<file path="config.mk">
export PLATFORM = sky130hd
export DESIGN_NAME = dosr_status_reg
export DESIGN_NICKNAME = d
export VERILOG_FILES = /design/src/shared/dosr_pkg.sv /design/src/rtl/dosr_status_reg.sv /design/src/rtl/dosr_sync.sv
export VERILOG_INCLUDE_DIRS = /design/src /design/src/shared
export SDC_FILE = /design/constraint.sdc
export NUM_CORES = 1
export LEC_CHECK = 0
export ABC_CLOCK_PERIOD_IN_PS = 2020
export BUFFER_PORTS_ARGS = -buffer_cell sky130_fd_sc_hd__buf_2
export CORE_MARGIN = 2
export CORE_UTILIZATION = 52
export DETAILED_ROUTE_END_ITERATION = 8
export GPL_ROUTABILITY_DRIVEN = 0
export PLACE_DENSITY = 0.86
export RECOVER_POWER = 50
export SLEW_MARGIN = 10
export SYNTH_ARGS = -nofsm -noshare
export SYNTH_HDL_FRONTEND = slang
export SYNTH_SLANG_ARGS = --single-unit
</file>
<file path="constraint.sdc">
create_clock -name clk_i -period 2.02 [get_ports clk_i]
set_input_delay 0.303 -clock clk_i [delete_from_list [all_inputs] [get_ports clk_i]]
set_output_delay 0.303 -clock clk_i [all_outputs]
set_load 0.02 [all_outputs]
</file>
<file path="src/shared/dosr_consts.svh">
// Constants of the dual-section diagnostic status register.
// Assumes the logic clock runs at 100 MHz.
`ifndef DOSR_CONSTS_SVH
`define DOSR_CONSTS_SVH

// Register map
`define DOSR_ADDR_W 8
`define DOSR_DATA_W 8
`define DOSR_STATUS_ONE_ADDR 8'h00
`define DOSR_STATUS_ONE_RESET 8'h00
`define DOSR_UNMAPPED_DATA 8'h00

// Field positions of diagnostic_status_one
`define DOSR_BIT_OVERLOAD_A 0
`define DOSR_BIT_OVERLOAD_B 1
`define DOSR_BIT_UNDERVOLT_A 2
`define DOSR_BIT_UNDERVOLT_B 3
`define DOSR_BIT_PULLDOWN_A 4
`define DOSR_BIT_PULLDOWN_B 5
`define DOSR_BIT_OVERTEMP 6
`define DOSR_BIT_SUPPLY_LOW 7

// Timing
`define DOSR_CLK_PERIOD_NS 10
`define DOSR_DEGLITCH_NS 2000
`define DOSR_DEGLITCH_CYCLES ((`DOSR_DEGLITCH_NS + `DOSR_CLK_PERIOD_NS - 1) / `DOSR_CLK_PERIOD_NS)

// Synchroniser depth
`define DOSR_SYNC_STAGES 2

`endif

</file>
<file path="src/shared/dosr_pkg.sv">
// Types of the dual-section diagnostic status register.
// Assumes dosr_consts.svh is on the include path.
`include "dosr_consts.svh"

package dosr_pkg;

  // Layout of diagnostic_status_one, bit 7 first
  typedef struct packed {
    logic supply_low_flag;
    logic overtemperature_flag;
    logic pulldown_overcurrent_sec_b;
    logic pulldown_overcurrent_sec_a;
    logic undervoltage_flag_sec_b;
    logic undervoltage_flag_sec_a;
    logic overload_flag_sec_b;
    logic overload_flag_sec_a;
  } dosr_status_type;

  // Detector lines after synchronisation
  typedef struct packed {
    logic supply_low;
    logic temp_below_clear;
    logic temp_above_set;
    logic [1:0] pulldown_oc;
    logic [1:0] undervoltage;
    logic [1:0] overload;
  } dosr_detect_type;

endpackage

</file>
<file path="src/rtl/dosr_status_reg.sv">
// Diagnostic status register of a dual-section output supply controller.
// Assumes detector inputs are asynchronous levels and the serial interface
// front end delivers decoded single-cycle read and write strobes.
//
// Operation
// - Status register is read only; writes ignored
// - Status register one sits at address zero
// - Bits 0/1 show section overload trip
// - Bits 2/3 show section output undervoltage
// - Bits 4/5 show persistent pull-down overcurrent
// - Bit 6 sets above about 150 C
// - Bit 6 clears only below about 135 C
// - Bit 7 shows input supply below threshold
// - All status bits zero at power-on
`timescale 1ns/1ps
`include "dosr_consts.svh"

module dosr_status_reg import dosr_pkg::*; #(
  parameter int DEGLITCH_CYCLES = `DOSR_DEGLITCH_CYCLES
) (
  // Clock and reset
  input wire logic clk_i,
  input wire logic rst_i,

  // Section A detectors
  input wire logic overload_trip_a_i,
  input wire logic undervoltage_a_i,
  input wire logic pulldown_oc_a_i,

  // Section B detectors
  input wire logic overload_trip_b_i,
  input wire logic undervoltage_b_i,
  input wire logic pulldown_oc_b_i,

  // Shared detectors
  input wire logic temp_above_set_i,
  input wire logic temp_below_clear_i,
  input wire logic low_supply_detect_i,

  // Register port from the serial interface
  input wire logic reg_rd_i,
  input wire logic reg_wr_i,
  input wire logic [`DOSR_ADDR_W-1:0] reg_addr_i,
  input wire logic [`DOSR_DATA_W-1:0] reg_wdata_i,
  output logic [`DOSR_DATA_W-1:0] reg_rdata_o,
  output logic reg_rvalid_o,
  output logic reg_wr_refused_o,

  // Live flags for the protection logic
  output logic [`DOSR_DATA_W-1:0] status_o
);

  ////////////////////////////////////////////////////////////////////////////
  // Local types

  localparam int CNT_W = $clog2(DEGLITCH_CYCLES + 1);
  localparam logic [CNT_W-1:0] CNT_MAX = CNT_W'(DEGLITCH_CYCLES);

  typedef struct packed {
    dosr_status_type status;
    logic [1:0][CNT_W-1:0] pd_cnt;
    logic [`DOSR_DATA_W-1:0] rdata;
    logic rvalid;
    logic wr_refused;
  } dosr_state_type;

  // Power-on value: every flag clear, no answer pending
  localparam dosr_state_type STATE_RESET = '{
    status: dosr_status_type'(`DOSR_STATUS_ONE_RESET),
    pd_cnt: '0,
    rdata: `DOSR_STATUS_ONE_RESET,
    rvalid: 1'b0,
    wr_refused: 1'b0
  };

  dosr_state_type state_q;
  dosr_state_type state_d;

  ////////////////////////////////////////////////////////////////////////////
  // Synchronisation of detector lines

  dosr_detect_type det_raw;
  dosr_detect_type det;
  logic [$bits(dosr_detect_type)-1:0] det_sync;

  always_comb begin
    det_raw.supply_low = low_supply_detect_i;
    det_raw.temp_below_clear = temp_below_clear_i;
    det_raw.temp_above_set = temp_above_set_i;
    det_raw.pulldown_oc = {pulldown_oc_b_i, pulldown_oc_a_i};
    det_raw.undervoltage = {undervoltage_b_i, undervoltage_a_i};
    det_raw.overload = {overload_trip_b_i, overload_trip_a_i};
  end

  dosr_sync #(
    .WIDTH($bits(dosr_detect_type))
  ) u_sync (
    .clk_i(clk_i),
    .rst_i(rst_i),
    .async_i(det_raw),
    .sync_o(det_sync)
  );

  assign det = dosr_detect_type'(det_sync);

  // Unused: the register cannot be written
  logic wdata_unused;
  assign wdata_unused = ^reg_wdata_i;

  ////////////////////////////////////////////////////////////////////////////
  // Pull-down overcurrent deglitch

  // A counter runs while its overcurrent line stays high and saturates;
  // any low cycle restarts it, so short pulses never raise the flag
  logic [1:0][CNT_W-1:0] pd_cnt_next;
  logic [1:0] pd_flag;

  always_comb begin
    pd_cnt_next = state_q.pd_cnt;
    pd_flag = 2'h0;
    for (int s = 0; s < 2; s++) begin
      if (!det.pulldown_oc[s]) begin
        pd_cnt_next[s] = '0;
      end else if (state_q.pd_cnt[s] != CNT_MAX) begin
        pd_cnt_next[s] = state_q.pd_cnt[s] + CNT_W'(1);
      end
      pd_flag[s] = det.pulldown_oc[s] && (state_q.pd_cnt[s] == CNT_MAX);
    end
  end

  ////////////////////////////////////////////////////////////////////////////
  // Overtemperature hysteresis

  // Between the two thresholds neither comparator is active and the flag
  // holds; the set comparator wins if both are seen together
  logic ot_next;

  always_comb begin
    ot_next = state_q.status.overtemperature_flag;
    if (det.temp_above_set) begin
      ot_next = 1'b1;
    end else if (det.temp_below_clear) begin
      ot_next = 1'b0;
    end
  end

  ////////////////////////////////////////////////////////////////////////////
  // Register map

  // Bits are placed by their field positions, so the read word does not
  // depend on the member order of the status struct
  logic [`DOSR_DATA_W-1:0] status_vec;
  logic addr_hit;
  logic [`DOSR_DATA_W-1:0] rd_word;

  always_comb begin
    status_vec = '0;
    status_vec[`DOSR_BIT_OVERLOAD_A] = state_q.status.overload_flag_sec_a;
    status_vec[`DOSR_BIT_OVERLOAD_B] = state_q.status.overload_flag_sec_b;
    status_vec[`DOSR_BIT_UNDERVOLT_A] = state_q.status.undervoltage_flag_sec_a;
    status_vec[`DOSR_BIT_UNDERVOLT_B] = state_q.status.undervoltage_flag_sec_b;
    status_vec[`DOSR_BIT_PULLDOWN_A] = state_q.status.pulldown_overcurrent_sec_a;
    status_vec[`DOSR_BIT_PULLDOWN_B] = state_q.status.pulldown_overcurrent_sec_b;
    status_vec[`DOSR_BIT_OVERTEMP] = state_q.status.overtemperature_flag;
    status_vec[`DOSR_BIT_SUPPLY_LOW] = state_q.status.supply_low_flag;
    addr_hit = (reg_addr_i == `DOSR_STATUS_ONE_ADDR);
    rd_word = `DOSR_UNMAPPED_DATA;
    if (addr_hit) begin
      rd_word = status_vec;
    end
  end

  ////////////////////////////////////////////////////////////////////////////
  // Next state

  always_comb begin
    state_d = state_q;

    // Overload trip follows the protection comparator
    state_d.status.overload_flag_sec_a = det.overload[0];
    state_d.status.overload_flag_sec_b = det.overload[1];

    // Undervoltage follows the monitor, clearing once back in range
    state_d.status.undervoltage_flag_sec_a = det.undervoltage[0];
    state_d.status.undervoltage_flag_sec_b = det.undervoltage[1];

    // Pull-down overcurrent only once it outlasts the deglitch time
    state_d.pd_cnt = pd_cnt_next;
    state_d.status.pulldown_overcurrent_sec_a = pd_flag[0];
    state_d.status.pulldown_overcurrent_sec_b = pd_flag[1];

    // Overtemperature with hysteresis
    state_d.status.overtemperature_flag = ot_next;

    // Input supply low
    state_d.status.supply_low_flag = det.supply_low;

    // Read returns live flags and leaves them untouched
    state_d.rvalid = reg_rd_i;
    if (reg_rd_i) begin
      state_d.rdata = rd_word;
    end

    // Writes are refused and change nothing
    state_d.wr_refused = reg_wr_i;
  end

  ////////////////////////////////////////////////////////////////////////////
  // State register

  always_ff @(posedge clk_i or posedge rst_i) begin
    if (rst_i) begin
      state_q <= STATE_RESET;
    end else begin
      state_q <= state_d;
    end
  end

  ////////////////////////////////////////////////////////////////////////////
  // Outputs

  assign reg_rdata_o = state_q.rdata;
  assign reg_rvalid_o = state_q.rvalid;
  assign reg_wr_refused_o = state_q.wr_refused;
  assign status_o = status_vec;

endmodule // dosr_status_reg

</file>
<file path="src/rtl/dosr_sync.sv">
// Two-flop synchroniser for a group of independent level signals.
// Assumes each bit is a slow level; no bus coherency across bits.
`timescale 1ns/1ps

module dosr_sync import dosr_pkg::*; #(
  parameter int WIDTH = 9
) (
  // Clock and reset
  input wire logic clk_i,
  input wire logic rst_i,
  // Levels
  input wire logic [WIDTH-1:0] async_i,
  output logic [WIDTH-1:0] sync_o
);

  typedef struct packed {
    logic [WIDTH-1:0] meta;
    logic [WIDTH-1:0] stable;
  } dosr_sync_state_type;

  dosr_sync_state_type state_q;
  dosr_sync_state_type state_d;

  always_comb begin
    state_d = state_q;
    state_d.meta = async_i;
    state_d.stable = state_q.meta;
  end

  always_ff @(posedge clk_i or posedge rst_i) begin
    if (rst_i) begin
      state_q <= '0;
    end else begin
      state_q <= state_d;
    end
  end

  assign sync_o = state_q.stable;

endmodule // dosr_sync

</file>
==> impl_metrics.toml <==
[grt]
grt_max_degree = 53
track_usage_pct = 16.5
antenna_found_initial = 0
grt_pass1_vias = 1220
grt_first_pass_wirelength_um = 5290
globalRouteOverflowTotal = 0

[flow_run]
max-cap-violations = 0

[min_path]
hp-class = "input pin to flip-flop"

[timing]
setup_viol = 0
finalWorstSetupSlack_ns = 0.597
slew_violations = 0
fmax_ghz = 0.703
post-route-min-period_ns = 1.42
finalCritPeriodShare_pct = 70.5
tightest_slew_ns = 1.17
fin_worst_skew_ns = 0.00281
worst_slew_margin_rel_pct = 21.9
hold_viol = 0
finalSetupTns_ns = 0
rsz0062_at_grt = "no"

[placed_design]
place_area_um2 = 2160
dp_slack_ns = 0.570
portBuffers = 38
dp_hpwl_um = 2160

[detailed_routing]
wl_per_cell_um = 12.3
dr.pass1.iters = 4
wl_um = 3030
wl_met2_um = 1450
drt_drc_violations_left = 0
wl_met3_um = 185
drt-initial-drc-count = 56
wl_met1_um = 1350
maxUsedRoutingLayer = "met4"
vias = 1247
routed_via_density = 5.05
ant_nets = 0

[yosys]
synth_simple_gate_area_share_pct = 13.0
synthArstFlopShare_pct = 100
ys_ff_latch = 52
synth_top_cell_area_share_pct = 64.4
synth_top_family_by_area = "simple AND/OR/NAND/NOR gates"
synth.distinct_cells = 26
synth-edff-count = 0
synth-seq-area-share_pct = 64.4
syn_inst = 172
syn-cell-area_um2 = 2020
synth-adder-area-share_pct = 2.48
synth-xor-area-share_pct = 2.17
synth_area_leaders = "dfrtp_1, buf_4, nand2_1"
yosysWarnings = 0
synth-compound-area-share_pct = 6.56
synth.area.mux_share_pct = 1.98
syn_area_per_cell_um2 = 11.8
synth_area_leader_cell = "dfrtp_1"
syn_nets = 205
ys.flop_type = "dfrtp_1"

[floorplanning]
coreArea_um2 = 3690
dieArea_um2 = 4400
die_x_um = 66.4
initial_utilization_pct = 54.8
die_y_um = 66.4
std_cell_rows = 22
io_pins = 47

[final_layout]
synthToLayoutAreaGrowth_pct = 11.4
utilization_pct = 61.1
n_antenna_cell = 0
fin_nets = 231
fillCellCount = 318
drive_gt1_share_pct = 24.1
final_area_um2 = 2250

[setup_path]
path_class = "flip-flop to flip-flop"
critPathMaxFanout = 4
crit_family = "simple AND/OR/NAND/NOR gates"
critPathSlowestCell = "dfrtp_1"
crit_path_start_kind = "flip-flop"
reg2reg_slack_ns = 0.60
path_buf_inv = 1
cp-end-kind = "flip-flop"
cpPeakStageDelay_ns = 0.42
crit_required_ns = 2.25
cp.arrival_ns = 1.65
crit_chain = "inv_1, ha_1, nand4_1, nor4_2, mux2i_1"

[cts]
cts.sinks = 52
cts-resized-gates = 0
cts_hold_buf = 0
cts_setup_buffers = 0
tritoncts = "built"
htreeDepth = 2
cts-root-buf = "clkbuf_8"
insertion_delay_ns = 0.30
clkSlewWorstSetupHoldPaths_ns = 0.09
clk_path_buf_depth = 2
numCtsBuffers = 5

[power]
peakVddDrop_v = 0.000426
netSwitchingFraction_pct = 21.5
leakagePower_nw = 1.06
power.total_mw = 1.89
clock_power_share_pct = 36.4
p_int_mw = 1.48
power_density_nw_per_um2 = 838
power_frac_comb_pct = 5.2
p_seq_share_pct = 58.4
switching_power_mw = 0.406

[run_status]
outcome = "completed"
[logic make-up (layout without fill, tap and decap cells)]
group / after synthesis / count (layout)
fa+ha+maj: 4 / 4
simple gates: 50 / 50
flops: 52 / 52
xor+xnor: 5 / 5
buf+inv: 35 / 62
mux: 4 / 4
compound gates: 22 / 22
[area by class of cell]
type | instances | area (um2) | area share [%]
Clock buffer | 5 | 68.8 | 3.06
Multi-Input combinational cell | 85 | 529 | 23.5
Inverter | 15 | 56.3 | 2.50
Sequential cell | 52 | 1300 | 57.8
Tap cell | 48 | 60.1 | 2.67
Timing Repair Buffer | 39 | 194 | 8.61
Clock inverter | 3 | 42.5 | 1.89
[per-stage QoR]
stage | instances | hold slack (ns)
after floorplan | 172 | 0.331
after global placement | 239 | 0.331
after detailed placement | 239 | 0.335
after CTS | 247 | 0.0328
after global routing | 247 | 0.0806
final | 247 | 0.105
[cells in the final DEF, fill, tap and decap left out, types with 4 or more instances in the layout]
cell / netlist / final
clkbuf_8: 0 / 5
nand3_1: 5 / 5
inv_1: 15 / 15
nand2_1: 23 / 23
and2_1: 4 / 4
dfrtp_1: 52 / 52
buf_2: 0 / 37
ha_1: 4 / 4
or3_1: 5 / 5
o21ai_0: 6 / 6
o22ai_1: 8 / 8
mux2i_1: 4 / 4
[metal layers]
metal,global-route usage [%],up-vias
met4,5.36,0
li1,-,606
met2,27.5,41
met1,20.0,594
met3,5.79,6
met5,0,-
[final timing paths]
check,end,start,depth (start not counted)
setup reg to reg,state_q[19]$_DFFE_PP0P_,state_q[18]$_DFFE_PP0P_,5
min in group asynchronous,u_sync.state_d[4]$_DFF_PP0_,rst_i,3
max in group asynchronous,state_q[11]$_DFFE_PP0P_,rst_i,3
hold / removal,u_sync.state_d[7]$_DFF_PP0_,temp_below_clear_i,1
setup / recovery,state_q[19]$_DFFE_PP0P_,state_q[18]$_DFFE_PP0P_,5
hold reg to reg,status_o[3]$_DFF_PP0_,u_sync.sync_o[3]$_DFF_PP0_,0
[power groups by stage]
stage               Combinational [mW]  Sequential [mW]  Clock, mW
finish                          0.0978             1.10      0.687
detailed placement               0.105             1.12          0
global route                     0.113             1.11      0.758
global placement                 0.101             1.12          0
CTS                              0.106             1.10      0.715
floorplan                       0.0724             1.12          0
[cells in the mapped netlist, types with 2 or more instances]
master	number
o22ai_1	8
o21ai_0	6
mux2i_1	4
nor2_1	3
dfrtp_1	52
inv_1	15
xnor2_1	2
nor4_1	2
a21oi_1	3
nand4_1	2
or3_1	5
clkbuf_1	4
a21boi_0	3
xor2_1	3
ha_1	4
and2_1	4
nand2_1	23
nand3b_1	2
buf_4	16
nand3_1	5
[flip-flops by register name, summed over array words and instances (netlist names)]
name	flops
u_sync.state_d	9
status_o	8
reg_wr_refused_o	1
state_q	16
u_sync.sync_o	9
reg_rdata_o	8
reg_rvalid_o	1
No activity file was read; power rests on OpenSTA's default activity.
